File: config.mk
export PLATFORM = sky130hd
export DESIGN_NAME = address_breakpoint_unit
export DESIGN_NICKNAME = d
export VERILOG_FILES = /design/src/brk_pkg.sv /design/src/brk_match_if.sv /design/src/brk_addr_compare.sv /design/src/address_breakpoint_unit.sv
export VERILOG_INCLUDE_DIRS = /design/src
export SDC_FILE = /design/constraint.sdc
export NUM_CORES = 1
export LEC_CHECK = 0
export ABC_AREA = 1
export BUFFER_PORTS_ARGS = -buffer_cell sky130_fd_sc_hd__buf_2
export CAP_MARGIN = 10
export CORE_UTILIZATION = 52
export CTS_CLUSTER_SIZE = 40
export DETAILED_ROUTE_END_ITERATION = 10
export GPL_TIMING_DRIVEN = 0
export MAX_ROUTING_LAYER = met4
export PLACE_DENSITY = 0.79
export SLEW_MARGIN = 0
export SYNTH_ARGS = -nofsm -noshare
export SYNTH_HDL_FRONTEND = slang
export SYNTH_SLANG_ARGS = --single-unit
File: constraint.sdc
create_clock -name sys_clk_in -period 1.45 [get_ports sys_clk_in]
set_input_delay 0.0725 -clock sys_clk_in [delete_from_list [all_inputs] [get_ports sys_clk_in]]
set_output_delay 0.0725 -clock sys_clk_in [all_outputs]
set_load 0.03 [all_outputs]
File: src/brk_map.svh
// Register offsets, bit positions and reset values of the breakpoint unit
`ifndef BRK_MAP_SVH
`define BRK_MAP_SVH

// Register offsets
`define BRK_OFS_WAIT_STATUS  16'hFE00
`define BRK_OFS_FLAG_CLR     16'hFE03
`define BRK_OFS_ADDR_HIGH    16'hFE0C
`define BRK_OFS_ADDR_LOW     16'hFE0D
`define BRK_OFS_CTRL_STATUS  16'hFE0E
`define BRK_OFS_IRQ_STATUS   16'hFE10
`define BRK_OFS_IRQ_MASK     16'hFE11

// Bit positions
`define BRK_BIT_MATCH_EN     7
`define BRK_BIT_ACTIVE       6
`define BRK_BIT_WAIT_EXIT    1
`define BRK_BIT_CLR_EN       7
`define BRK_EV_MATCH         0
`define BRK_EV_SOFT          1
`define BRK_EV_WAIT          2

// Event count and values
`define BRK_EV_COUNT         3
`define BRK_BYTE_ZERO        8'h00
`define BRK_EV_ZERO          3'h0
`define BRK_WAIT_FIXED       8'h10

`endif

File: src/brk_pkg.sv
// Types shared by the breakpoint unit
package brk_pkg;
	typedef logic [7:0]  byte_t;
	typedef logic [15:0] addr_t;
	typedef logic [2:0]  event_t;
	// One-hot register select
	typedef enum logic [6:0] {
		SEL_NONE   = 7'h00,
		SEL_WAIT   = 7'h01,
		SEL_FLAG   = 7'h02,
		SEL_HIGH   = 7'h04,
		SEL_LOW    = 7'h08,
		SEL_CTRL   = 7'h10,
		SEL_IRQ_ST = 7'h20,
		SEL_IRQ_MK = 7'h40
	} reg_sel_t;
endpackage : brk_pkg

File: src/brk_match_if.sv
// Signals between the unit and its address comparator
`timescale 1ns/10ps
interface brk_match_if #(parameter int ADDR_W = 16);
	logic [ADDR_W-1:0] cpu_addr;
	logic [ADDR_W-1:0] bp_addr;
	logic              fetch;
	logic              last;
	logic              enable;
	logic              match;
	logic              match_last;
	modport comparator (
		input  cpu_addr, bp_addr, fetch, last, enable,
		output match, match_last
	);
	modport owner (
		output cpu_addr, bp_addr, fetch, last, enable,
		input  match, match_last
	);
endinterface : brk_match_if

File: src/brk_addr_compare.sv
// Registered breakpoint address comparator
`timescale 1ns/10ps
module brk_addr_compare (
	// Clock and reset
	input  wire logic sys_clk_in,
	input  wire logic rst_n_in,
	// Comparator side of the match interface
	brk_match_if.comparator cmp
);
	logic hit;

	// Full-width compare on fetch addresses only
	assign hit = cmp.enable && cmp.fetch &&
		(cmp.cpu_addr == cmp.bp_addr);

	// Match result held one bus clock
	always_ff @(posedge sys_clk_in or negedge rst_n_in) begin
		if (!rst_n_in) begin
			cmp.match      <= 1'b0;
			cmp.match_last <= 1'b0;
		end else begin
			cmp.match      <= hit;
			cmp.match_last <= hit && cmp.last;
		end
	end
endmodule : brk_addr_compare

File: src/address_breakpoint_unit.sv
// Address breakpoint unit: registers, break request and wait-exit flag
//
// Decided for this implementation: strobed register access.
`timescale 1ns/10ps
`include "brk_map.svh"
module address_breakpoint_unit #(
	parameter int ADDR_W = 16
) (
	// Clock and reset
	input  wire logic              sys_clk_in,
	input  wire logic              rst_n_in,
	// Register port
	input  wire logic [15:0]       reg_addr_in,
	input  wire logic [7:0]        reg_wdata_in,
	input  wire logic              reg_wr_in,
	input  wire logic              reg_rd_in,
	output logic      [7:0]        reg_rdata_out,
	// Processor core side
	input  wire logic [ADDR_W-1:0] cpu_addr_in,
	input  wire logic              cpu_fetch_in,
	input  wire logic              cpu_last_cycle_in,
	input  wire logic              cpu_wait_in,
	input  wire logic              cpu_break_state_in,
	output logic                   break_req_out,
	output logic                   break_now_out,
	output logic                   status_clear_allow_out,
	// Interrupt
	output logic                   irq_out
);

	// Width and map checks
	initial begin
		if (ADDR_W != 16) begin
			$error("address_breakpoint_unit: ADDR_W must be 16");
		end
		if (`BRK_EV_COUNT != $bits(brk_pkg::event_t)) begin
			$error("address_breakpoint_unit: event count and type differ");
		end
		if (`BRK_EV_MATCH >= `BRK_EV_COUNT ||
			`BRK_EV_SOFT >= `BRK_EV_COUNT ||
			`BRK_EV_WAIT >= `BRK_EV_COUNT) begin
			$error("address_breakpoint_unit: event bit out of range");
		end
		if (`BRK_BIT_MATCH_EN >= $bits(brk_pkg::byte_t) ||
			`BRK_BIT_ACTIVE >= $bits(brk_pkg::byte_t) ||
			`BRK_BIT_WAIT_EXIT >= $bits(brk_pkg::byte_t) ||
			`BRK_BIT_CLR_EN >= $bits(brk_pkg::byte_t)) begin
			$error("address_breakpoint_unit: flag bit beyond a byte");
		end
	end

	// Set wins over clear for flags cleared by writing zero
	function automatic logic keep_zero_clr(
		input logic cur,
		input logic set,
		input logic wr,
		input logic bit_val
	);
		keep_zero_clr = set | (cur & ~(wr & ~bit_val));
	endfunction : keep_zero_clr

	// Set wins over clear for flags cleared by writing one
	function automatic brk_pkg::event_t w1c(
		input brk_pkg::event_t cur,
		input brk_pkg::event_t set,
		input logic            wr,
		input brk_pkg::event_t wbits
	);
		w1c = set | (cur & ~(wr ? wbits : `BRK_EV_ZERO));
	endfunction : w1c

	// Place one flag into a byte image
	function automatic brk_pkg::byte_t put_bit(
		input brk_pkg::byte_t base,
		input int             pos,
		input logic           val
	);
		put_bit      = base;
		put_bit[pos] = val;
	endfunction : put_bit

	// Register state
	brk_pkg::byte_t   bp_high;
	brk_pkg::byte_t   bp_low;
	logic             match_en;
	logic             active;
	logic             wait_exit;
	logic             clr_en;
	brk_pkg::event_t  irq_status;
	brk_pkg::event_t  irq_mask;
	brk_pkg::byte_t   rdata;
	logic             break_req;
	logic             break_now;
	logic             clear_allow;

	// Next values
	logic             next_active;
	logic             next_wait_exit;
	brk_pkg::event_t  next_irq_status;

	// Decode wires
	brk_pkg::reg_sel_t sel;
	logic              wr_wait;
	logic              wr_flag;
	logic              wr_high;
	logic              wr_low;
	logic              wr_ctrl;
	logic              wr_irq_st;
	logic              wr_irq_mk;
	logic              sw_break;
	logic              break_fire;
	logic              wait_event;
	brk_pkg::event_t   events;
	brk_pkg::byte_t    read_mux;
	logic              allow_now;
	brk_pkg::byte_t    img_wait;
	brk_pkg::byte_t    img_flag;
	brk_pkg::byte_t    img_ctrl;
	logic              irq_pending;

	// Comparator link
	brk_match_if #(.ADDR_W(ADDR_W)) match_link ();

	brk_addr_compare u_compare (
		.sys_clk_in (sys_clk_in),
		.rst_n_in   (rst_n_in),
		.cmp        (match_link.comparator)
	);

	// Comparator inputs
	assign match_link.cpu_addr = cpu_addr_in;
	assign match_link.bp_addr  = {bp_high, bp_low};
	assign match_link.fetch    = cpu_fetch_in;
	assign match_link.last     = cpu_last_cycle_in;
	assign match_link.enable   = match_en;

	// Address decode into a one-hot select
	always_comb begin
		unique case (reg_addr_in)
			`BRK_OFS_WAIT_STATUS: sel = brk_pkg::SEL_WAIT;
			`BRK_OFS_FLAG_CLR:    sel = brk_pkg::SEL_FLAG;
			`BRK_OFS_ADDR_HIGH:   sel = brk_pkg::SEL_HIGH;
			`BRK_OFS_ADDR_LOW:    sel = brk_pkg::SEL_LOW;
			`BRK_OFS_CTRL_STATUS: sel = brk_pkg::SEL_CTRL;
			`BRK_OFS_IRQ_STATUS:  sel = brk_pkg::SEL_IRQ_ST;
			`BRK_OFS_IRQ_MASK:    sel = brk_pkg::SEL_IRQ_MK;
			default:              sel = brk_pkg::SEL_NONE;
		endcase
	end

	// Write strobes per register
	assign wr_wait   = reg_wr_in && (sel == brk_pkg::SEL_WAIT);
	assign wr_flag   = reg_wr_in && (sel == brk_pkg::SEL_FLAG);
	assign wr_high   = reg_wr_in && (sel == brk_pkg::SEL_HIGH);
	assign wr_low    = reg_wr_in && (sel == brk_pkg::SEL_LOW);
	assign wr_ctrl   = reg_wr_in && (sel == brk_pkg::SEL_CTRL);
	assign wr_irq_st = reg_wr_in && (sel == brk_pkg::SEL_IRQ_ST);
	assign wr_irq_mk = reg_wr_in && (sel == brk_pkg::SEL_IRQ_MK);

	// Software break: a one written to the active flag
	assign sw_break = wr_ctrl && reg_wdata_in[`BRK_BIT_ACTIVE];

	// Any break source this cycle
	assign break_fire = match_link.match | sw_break;

	// Break arriving while the core waits ends the wait
	assign wait_event = break_fire & cpu_wait_in;

	// Event vector for the interrupt status
	assign events[`BRK_EV_MATCH] = match_link.match;
	assign events[`BRK_EV_SOFT]  = sw_break;
	assign events[`BRK_EV_WAIT]  = wait_event;

	// Active flag: match or software sets, write of zero clears
	assign next_active = keep_zero_clr(
		active,
		break_fire,
		wr_ctrl,
		reg_wdata_in[`BRK_BIT_ACTIVE]);

	// Wait-exit flag: break during wait sets, write of zero clears
	assign next_wait_exit = keep_zero_clr(
		wait_exit,
		wait_event,
		wr_wait,
		reg_wdata_in[`BRK_BIT_WAIT_EXIT]);

	// Interrupt status: sticky, write one to clear
	assign next_irq_status = w1c(
		irq_status,
		events,
		wr_irq_st,
		reg_wdata_in[`BRK_EV_COUNT-1:0]);

	// Status clearing allowed outside break state or when enabled
	assign allow_now = ~cpu_break_state_in | clr_en;

	// Read images of the flag registers, reserved bits fixed
	assign img_wait = put_bit(`BRK_WAIT_FIXED, `BRK_BIT_WAIT_EXIT,
		wait_exit);
	assign img_flag = put_bit(`BRK_BYTE_ZERO, `BRK_BIT_CLR_EN,
		clr_en);
	assign img_ctrl = put_bit(put_bit(`BRK_BYTE_ZERO,
		`BRK_BIT_MATCH_EN, match_en), `BRK_BIT_ACTIVE, active);

	// Any unmasked event pending
	assign irq_pending = |(irq_status & irq_mask);

	// Read data selection
	always_comb begin
		read_mux = `BRK_BYTE_ZERO;
		unique case (sel)
			brk_pkg::SEL_WAIT: begin
				read_mux = img_wait;
			end
			brk_pkg::SEL_FLAG: begin
				read_mux = img_flag;
			end
			brk_pkg::SEL_HIGH: begin
				read_mux = bp_high;
			end
			brk_pkg::SEL_LOW: begin
				read_mux = bp_low;
			end
			brk_pkg::SEL_CTRL: begin
				read_mux = img_ctrl;
			end
			brk_pkg::SEL_IRQ_ST: begin
				read_mux[`BRK_EV_COUNT-1:0] = irq_status;
			end
			brk_pkg::SEL_IRQ_MK: begin
				read_mux[`BRK_EV_COUNT-1:0] = irq_mask;
			end
			brk_pkg::SEL_NONE: begin
				read_mux = `BRK_BYTE_ZERO;
			end
			default: begin
				read_mux = `BRK_BYTE_ZERO;
			end
		endcase
	end

	// Breakpoint address bytes
	always_ff @(posedge sys_clk_in or negedge rst_n_in) begin
		if (!rst_n_in) begin
			bp_high <= `BRK_BYTE_ZERO;
			bp_low  <= `BRK_BYTE_ZERO;
		end else begin
			if (wr_high) begin
				bp_high <= reg_wdata_in;
			end
			if (wr_low) begin
				bp_low <= reg_wdata_in;
			end
		end
	end

	// Match enable and clear enable controls
	always_ff @(posedge sys_clk_in or negedge rst_n_in) begin
		if (!rst_n_in) begin
			match_en <= 1'b0;
			clr_en   <= 1'b0;
		end else begin
			if (wr_ctrl) begin
				match_en <= reg_wdata_in[`BRK_BIT_MATCH_EN];
			end
			if (wr_flag) begin
				clr_en <= reg_wdata_in[`BRK_BIT_CLR_EN];
			end
		end
	end

	// Status flags
	always_ff @(posedge sys_clk_in or negedge rst_n_in) begin
		if (!rst_n_in) begin
			active    <= 1'b0;
			wait_exit <= 1'b0;
		end else begin
			active    <= next_active;
			wait_exit <= next_wait_exit;
		end
	end

	// Interrupt status and mask
	always_ff @(posedge sys_clk_in or negedge rst_n_in) begin
		if (!rst_n_in) begin
			irq_status <= `BRK_EV_ZERO;
			irq_mask   <= `BRK_EV_ZERO;
		end else begin
			irq_status <= next_irq_status;
			if (wr_irq_mk) begin
				irq_mask <= reg_wdata_in[`BRK_EV_COUNT-1:0];
			end
		end
	end

	// Break request and immediate-start pulses
	always_ff @(posedge sys_clk_in or negedge rst_n_in) begin
		if (!rst_n_in) begin
			break_req <= 1'b0;
			break_now <= 1'b0;
		end else begin
			break_req <= break_fire;
			break_now <= match_link.match_last;
		end
	end

	// Clear permission towards other status registers
	always_ff @(posedge sys_clk_in or negedge rst_n_in) begin
		if (!rst_n_in) begin
			clear_allow <= 1'b1;
		end else begin
			clear_allow <= allow_now;
		end
	end

	// Read data stands only in the cycle after the strobe
	always_ff @(posedge sys_clk_in or negedge rst_n_in) begin
		if (!rst_n_in) begin
			rdata <= `BRK_BYTE_ZERO;
		end else begin
			rdata <= reg_rd_in ? read_mux : `BRK_BYTE_ZERO;
		end
	end

	// Outputs
	assign reg_rdata_out          = rdata;
	assign break_req_out          = break_req;
	assign break_now_out          = break_now;
	assign status_clear_allow_out = clear_allow;
	assign irq_out                = irq_pending;

endmodule : address_breakpoint_unit

==> impl_metrics.csv, run 1 <==
group,metric,value,unit
setup_path,worst_setup_path_start_kind,"register",
grt,overflow_after_grt,0,
drt,drt_drc_violations_left,0,
timing,fin_crit,1290,ps
status,outcome,"finished clean",
placement,post_dp_cell_area,2520,sq um
timing,slew_violations,0,
finish,layout_common_cells,"sky130_fd_sc_hd__nand2_1, sky130_fd_sc_hd__buf_2, sky130_fd_sc_hd__dfrtp_1",
timing,final.setup.tns,0,ps
clocking,clock_insertion_delay_worst_skew,290,ps
setup_path,crit_path_max_fanout,4,
floorplan,die-width,66.5,microns
synthesis,synth_enable_flop_cells,0,
synthesis,syn_inst,272,
synthesis,synthDominantCellAreaShare,44.0,%
floorplan,initial_utilization,54.0,%
synthesis,yosys_warnings,0,
clocking,number_of_cts_inserted_buffers,5,
setup_path,r2r_setup_slack,160,ps
finish,most_common_library_cell_in_the_layout_ignoring_fill_and_taps,"sky130_fd_sc_hd__nand2_1",
timing,slew-limit-headroom,42.9,%
drt,route.antenna.remaining_nets,0,
hold_path,worst_hold_path.num_cells,3,
clocking,tritoncts,"built",
setup_path,setup.worst_path.class,"register to register",
timing,timing.final.setup_violations,0,
setup_path,timing.critical_path.to_type,"register",
power_and_ir_drop,power.ir.vdd_worst,0.722,mV
synthesis,synth.area.top_cells,"sky130_fd_sc_hd__dfrtp_1, sky130_fd_sc_hd__nand2_1, sky130_fd_sc_hd__inv_1",
timing,post-route-period-util,89.1,%
drt,routedWlPerCell,12.4,microns
synthesis,yosys_register_bits,39,
placement,port_buffers,59,
finish,areaGrowthSynthToFinish,23.2,%
timing,final.setup.worst_slack,158,ps
clocking,cts-root-buf,"sky130_fd_sc_hd__clkbuf_8",
clocking,clkSlewWorstSetupHoldPaths,80,ps
power_and_ir_drop,static-leakage-power,0.00147,uW
grt,track_usage,25.7,%
setup_path,reg2reg_depth,6,
power_and_ir_drop,power-per-cell-area,783,nW/um^2
setup_path,crit_arrival,1510,ps
drt,vias_per_cell,5.07,
setup_path,cp.required,1670,ps
synthesis,post_synth_instance_area,2160,sq um
drt,drtIter0Drc,85,
clocking,cts.sinks,39,
floorplan,placement_rows,23,
grt,grt_first_pass_wirelength,8.09,mm
synthesis,synth_nets,320,
finish,diodes,0,
timing,fin_worst_hold_slack,0.992,ps
finish,postLayoutCellArea,2660,sq um
timing,worst_max_slew_pin_slew,856,ps
floorplan,fp.dieH,66.5,microns
synthesis,synth_top_flop_cell,"sky130_fd_sc_hd__dfrtp_1",
power_and_ir_drop,post-layout-total-power,2080,uW
synthesis,synthDistinctLibCells,30,
placement,pre_cts_slack,183,ps
grt,initial_antenna_violation_count,0,
synthesis,synth_area_leader_cell,"sky130_fd_sc_hd__dfrtp_1",
floorplan,boundaryPins,60,
hold_path,holdCritPathClass,"input port to register",
timing,fmax,774,MHz
finish,design.final.nets,390,
drt,totalWireLength,4.89,mm
floorplan,die-area,4420,sq um
grt,number_of_global_route_vias_before_repair,1763,
run,maxCapViolCount,0,
drt,dr_total_vias,1991,
clocking,postCtsSetupBuffers,0,
clocking,clk_path_buf_depth,2,
timing,final.setup_skew,6.68,ps
synthesis,ys_seq_area_share,45.2,%
clocking,h-tree-depth,2,
drt,drt_pass1_iterations,5,
timing,finalHoldViolCount,0,
placement,detailedPlacementHpwl,3.80,mm
synthesis,synthArstFlopShare,100,%
timing,setup_repair_after_global_routing_missed_its_margin,"false",
finish,layout-drive-gt1-share,28.3,%
placement,gpl.final_weighted_congestion,0.914,
grt,grt_max_degree,40,
synthesis,synth.avg_cell_area,7.94,sq um
floorplan,design.core.area,4000,sq um
## cell usage after synthesis (2+ instances only)
| library cell | n |
|---|---|
| sky130_fd_sc_hd__nor2_2 | 2 |
| sky130_fd_sc_hd__xor2_1 | 5 |
| sky130_fd_sc_hd__o21ai_0 | 23 |
| sky130_fd_sc_hd__o21ai_1 | 10 |
| sky130_fd_sc_hd__nand3_1 | 23 |
| sky130_fd_sc_hd__nor2_1 | 25 |
| sky130_fd_sc_hd__nand2_1 | 72 |
| sky130_fd_sc_hd__o21bai_1 | 2 |
| sky130_fd_sc_hd__o21a_1 | 3 |
| sky130_fd_sc_hd__dfrtp_1 | 38 |
| sky130_fd_sc_hd__inv_1 | 34 |
| sky130_fd_sc_hd__nand2_4 | 5 |
| sky130_fd_sc_hd__nor2_4 | 8 |
| sky130_fd_sc_hd__nand3_2 | 3 |
| sky130_fd_sc_hd__nand2_2 | 4 |
## per-stage QoR
stage	std cells	utilization [%]
5_1_grt	393	66.6
4_1_cts	393	66.6
6_report	393	66.6
3_3_place_gp	381	63.0
3_5_place_dp	381	63.0
2_1_floorplan	272	-
## kinds of logic after synthesis
kind of cell    Yosys count  synth area share, %
flops                    39                 45.2
compound gates           42                 10.6
xor+xnor                  6                 2.43
simple gates            145                 32.9
buf+inv                  40                 8.80
## cell type report
type                            count  area (sq um)
Sequential cell                    39           977
Buffer                              5          58.8
Multi-Input combinational cell    193           993
Clock buffer                        7          96.3
Tap cell                           50          62.6
Timing Repair Buffer               63           335
Fill cell                         346          1340
Clock inverter                      1          7.51
Inverter                           35           131
## registers in the layout, summed over array words and instances, names as in the netlist, 3 cells and up
register,cells
irq_mask,3
bp_high,8
irq_status,3
bp_low,8
reg_rdata_out,8
## worst paths after layout
path | start | end
hold reg to reg | u_compare.cmp.match_last | break_now_out
hold / removal | reg_wdata_in[4] | bp_low[4]
setup reg to reg | bp_low[4] | u_compare.cmp.match_last
max in group asynchronous | rst_n_in | bp_high[3]
setup / recovery | bp_low[4] | u_compare.cmp.match_last
min in group asynchronous | rst_n_in | reg_rdata_out[3]
## worst max-delay path: stages, from the launching register on
cell,delay [ps]
sky130_fd_sc_hd__dfrtp_1,420
sky130_fd_sc_hd__or2_2,300
sky130_fd_sc_hd__a21oi_1,120
sky130_fd_sc_hd__nand2_1,60
sky130_fd_sc_hd__nor2_1,80
sky130_fd_sc_hd__nand3_1,120
sky130_fd_sc_hd__nor2_1,120
## routing by layer
| layer | vias up | global-route usage, % | share of wire [%] |
|---|---|---|---|
| li1 | 995 | - | - |
| met1 | 940 | 32.6 | 44 |
| met2 | 51 | 42.2 | 50 |
| met3 | 5 | 5.31 | 4.7 |
| met4 | 0 | 6.38 | 0.96 |
| met5 | - | - | 0 |
## power breakdown
| part | switching (uW) | internal (uW) | total, uW | leakage [uW] |
|---|---|---|---|---|
| clock network | 379 | 433 | 812 | 0.0000505 |
| logic | 102 | 76.6 | 179 | 0.000935 |
| registers | 2.95 | 1090 | 1090 | 0.000480 |
| total | 484 | 1600 | 2080 | 0.00147 |
## repair_timing
item                                   4_1_cts  5_1_grt
hold buffers                                 4        0
gates resized for setup                      0        0
endpoints found under the hold margin       41        0
Note: power is estimated with default switching activity, not from simulation.
==> run 2, diff against run 1 <==
REMOVE_ABC_BUFFERS = 1   (was not set)
SYNTH_HIERARCHICAL = 1   (was not set)
==> run 2 against run 1 <==
  * Highest routed layer unchanged
  * Design area up 0.42%
  * Combinational power up 7%
  * Area after synthesis up 2.4%
  * Routed wire length up 0.78%
  * Setup slack better by 110 ps
  * Register-to-register slack better by 140 ps
  * Critical path type is now input port to register
  * Power down 4.1%
  * Global-route usage down 0.084 points
  * Final cell count up 7.1%
==> impl_metrics.csv, run 2 <==
group,metric,value,unit
finish,postLayoutCellArea,2670,sq um
grt,number_of_global_route_vias_before_repair,1925,
setup_path,timing.critical_path.to_type,"register",
drt,drtIter0Drc,116,
finish,layout-drive-gt1-share,23.7,%
floorplan,initial_utilization,54.5,%
finish,diodes,0,
placement,gpl.final_weighted_congestion,0.871,
drt,vias_per_cell,4.90,
clocking,tritoncts,"built",
drt,route.antenna.remaining_nets,0,
power_and_ir_drop,swShare,24.8,%
grt,initial_antenna_violation_count,0,
synthesis,synth_area_leader_cell,"sky130_fd_sc_hd__dfrtp_1",
power_and_ir_drop,switchingPower,496,uW
run,maxCapViolCount,0,
setup_path,reg2reg_depth,7,
floorplan,die-area,4520,sq um
drt,dr_total_vias,2065,
timing,finalHoldViolCount,0,
synthesis,synthDominantCellAreaShare,43.0,%
setup_path,crit_arrival,1370,ps
timing,fin_crit,1180,ps
finish,layout_common_cells,"sky130_fd_sc_hd__nand2_1, sky130_fd_sc_hd__buf_2, sky130_fd_sc_hd__inv_1",
timing,fmax,848,MHz
synthesis,syn_inst,303,
synthesis,synthArstFlopShare,100,%
synthesis,cell_with_the_most_instances_after_synthesis,"sky130_fd_sc_hd__nand2_1",
drt,drt_drc_violations_left,0,
clocking,h-tree-depth,2,
drt,drt_pass1_iterations,4,
synthesis,yosys_warnings,6,
placement,port_buffers,59,
power_and_ir_drop,seq_power_share,54.7,%
hold_path,holdCritPathClass,"input port to register",
drt,totalWireLength,4.93,mm
timing,post-route-period-util,81.4,%
synthesis,yosys_register_bits,39,
setup_path,crit_path_max_fanout,28,
hold_path,worst_hold_path.num_cells,3,
setup_path,cp.required,1640,ps
setup_path,setup.worst_path.class,"input port to register",
power_and_ir_drop,clockPowerShare,35.7,%
timing,timing.final.setup_violations,0,
power_and_ir_drop,power.ir.vdd_worst,0.560,mV
synthesis,synth_top_cells_by_count,"sky130_fd_sc_hd__nand2_1, sky130_fd_sc_hd__inv_1, sky130_fd_sc_hd__dfrtp_1",
synthesis,synth_enable_flop_cells,0,
timing,slew_violations,0,
floorplan,design.core.area,4060,sq um
grt,overflow_after_grt,0,
clocking,cts.hold.buffers_added,6,
floorplan,fp.dieH,67.2,microns
power_and_ir_drop,power-per-cell-area,747,nW/um^2
timing,setup_repair_after_global_routing_missed_its_margin,"false",
synthesis,post_synth_instance_area,2210,sq um
power_and_ir_drop,internal_power,1500,uW
timing,slew-limit-headroom,42.8,%
clocking,cts-root-buf,"sky130_fd_sc_hd__clkbuf_8",
drt,routedWlPerCell,11.7,microns
finish,most_common_library_cell_in_the_layout_ignoring_fill_and_taps,"sky130_fd_sc_hd__nand2_1",
synthesis,synth_top_flop_cell,"sky130_fd_sc_hd__dfrtp_1",
floorplan,boundaryPins,60,
grt,track_usage,25.6,%
clocking,number_of_cts_inserted_buffers,5,
clocking,cts.repair.resized,0,
synthesis,synthDistinctLibCells,23,
placement,post_dp_cell_area,2530,sq um
status,outcome,"finished clean",
clocking,clk_path_buf_depth,2,
power_and_ir_drop,pwr-share-comb,9.6,%
floorplan,placement_rows,23,
setup_path,worst_setup_path_start_kind,"input port",
clocking,postCtsSetupBuffers,0,
finish,design.final.nets,418,
synthesis,ys_seq_area_share,44.1,%
grt,grt_max_degree,40,
synthesis,synth.area.top_cells,"sky130_fd_sc_hd__dfrtp_1, sky130_fd_sc_hd__nand2_1, sky130_fd_sc_hd__inv_1",
floorplan,die-width,67.2,microns
clocking,clock_insertion_delay_worst_skew,290,ps
timing,final.setup_skew,4.28,ps
clocking,clkSlewWorstSetupHoldPaths,70,ps
finish,layout.filler_cells,380,
clocking,cts.sinks,39,
timing,worst_max_slew_pin_slew,858,ps
finish,areaGrowthSynthToFinish,20.8,%
finish,share_of_the_core_filled_with_cells_in_the_final_layout,65.9,%
power_and_ir_drop,static-leakage-power,0.00154,uW
synthesis,synth.avg_cell_area,7.30,sq um
placement,detailedPlacementHpwl,3.80,mm
grt,grt_first_pass_wirelength,8.20,mm
==> run 2: critical path: stages <==
cell	delay (ps)
sky130_fd_sc_hd__buf_2	90
sky130_fd_sc_hd__nor2_1	90
sky130_fd_sc_hd__nand2_1	120
sky130_fd_sc_hd__nor2_8	350
sky130_fd_sc_hd__nand2_4	140
sky130_fd_sc_hd__nor2_4	260
sky130_fd_sc_hd__nand2_1	100
sky130_fd_sc_hd__o21a_1	120
==> run 2: per-layer routing <==
| metal | global-route usage (%) | up-vias | part of all wire, % |
|---|---|---|---|
| li1 | - | 1067 | - |
| met1 | 31.2 | 930 | 43 |
| met2 | 42.3 | 66 | 49 |
| met3 | 6.93 | 2 | 7.2 |
| met4 | 6.12 | 0 | 0.28 |
| met5 | - | - | 0 |
==> run 2: final timing paths <==
| kind | slack (ps) | endpoint | from |
|---|---|---|---|
| max | 270 | bp_high[2] | reg_addr_in[8] |
| min | 5 | reg_rdata_out[6] | reg_rd_in |
| max reg2reg | 300 | u_compare/cmp.match_last | bp_low[2] |
| min reg2reg | 350 | break_now_out | u_compare/cmp.match_last |
| max in group asynchronous | 490 | reg_rdata_out[2] | rst_n_in |
| min in group asynchronous | 430 | irq_status[2] | rst_n_in |
==> run 2: cell families after synthesis <==
group                  share of synthesized area (%)
AO/OA/AOI/OAI                                   7.69
XOR/XNOR                                        1.19
buffers and inverters                           9.67
flip-flops                                      44.1
AND/OR/NAND/NOR                                 37.3
==> run 2: power by group through the flow <==
stage | Sequential [uW] | Combinational [uW] | Clock, uW
3_5_place_dp | 1110 | 182 | 0
4_1_cts | 1090 | 195 | 726
2_1_floorplan | 1110 | 68.8 | 0
3_3_place_gp | 1110 | 177 | 0
5_1_grt | 1090 | 219 | 780
6_report | 1090 | 192 | 713
==> run 2: area by class of cell <==
type                    count  area (sq um)  share of cell area (%)
multi-input cells         213          1020                    38.2
flip-flops and latches     39           977                    36.5
repair buffers             65           355                    13.3
inverters                  46           173                    6.46
clock buffers               5          68.8                    2.57
well taps                  50          62.6                    2.34
clock inverters             3          15.0                   0.562
==> run 2: through the flow <==
| step | power (uW) | hold WS [ps] | instances | TNS [ps] | setup WS [ps] |
|---|---|---|---|---|---|
| floorplan | 1180 | -223 | 298 | 0 | 293 |
| global placement | 1290 | 198 | 407 | 0 | 23.1 |
| detailed placement | 1300 | 208 | 407 | -31.3 | -29.7 |
| CTS | 2010 | 4.60 | 421 | 0 | 284 |
| global route | 2090 | 6.43 | 421 | 0 | 125 |
| finish | 2000 | 5.20 | 421 | 0 | 270 |
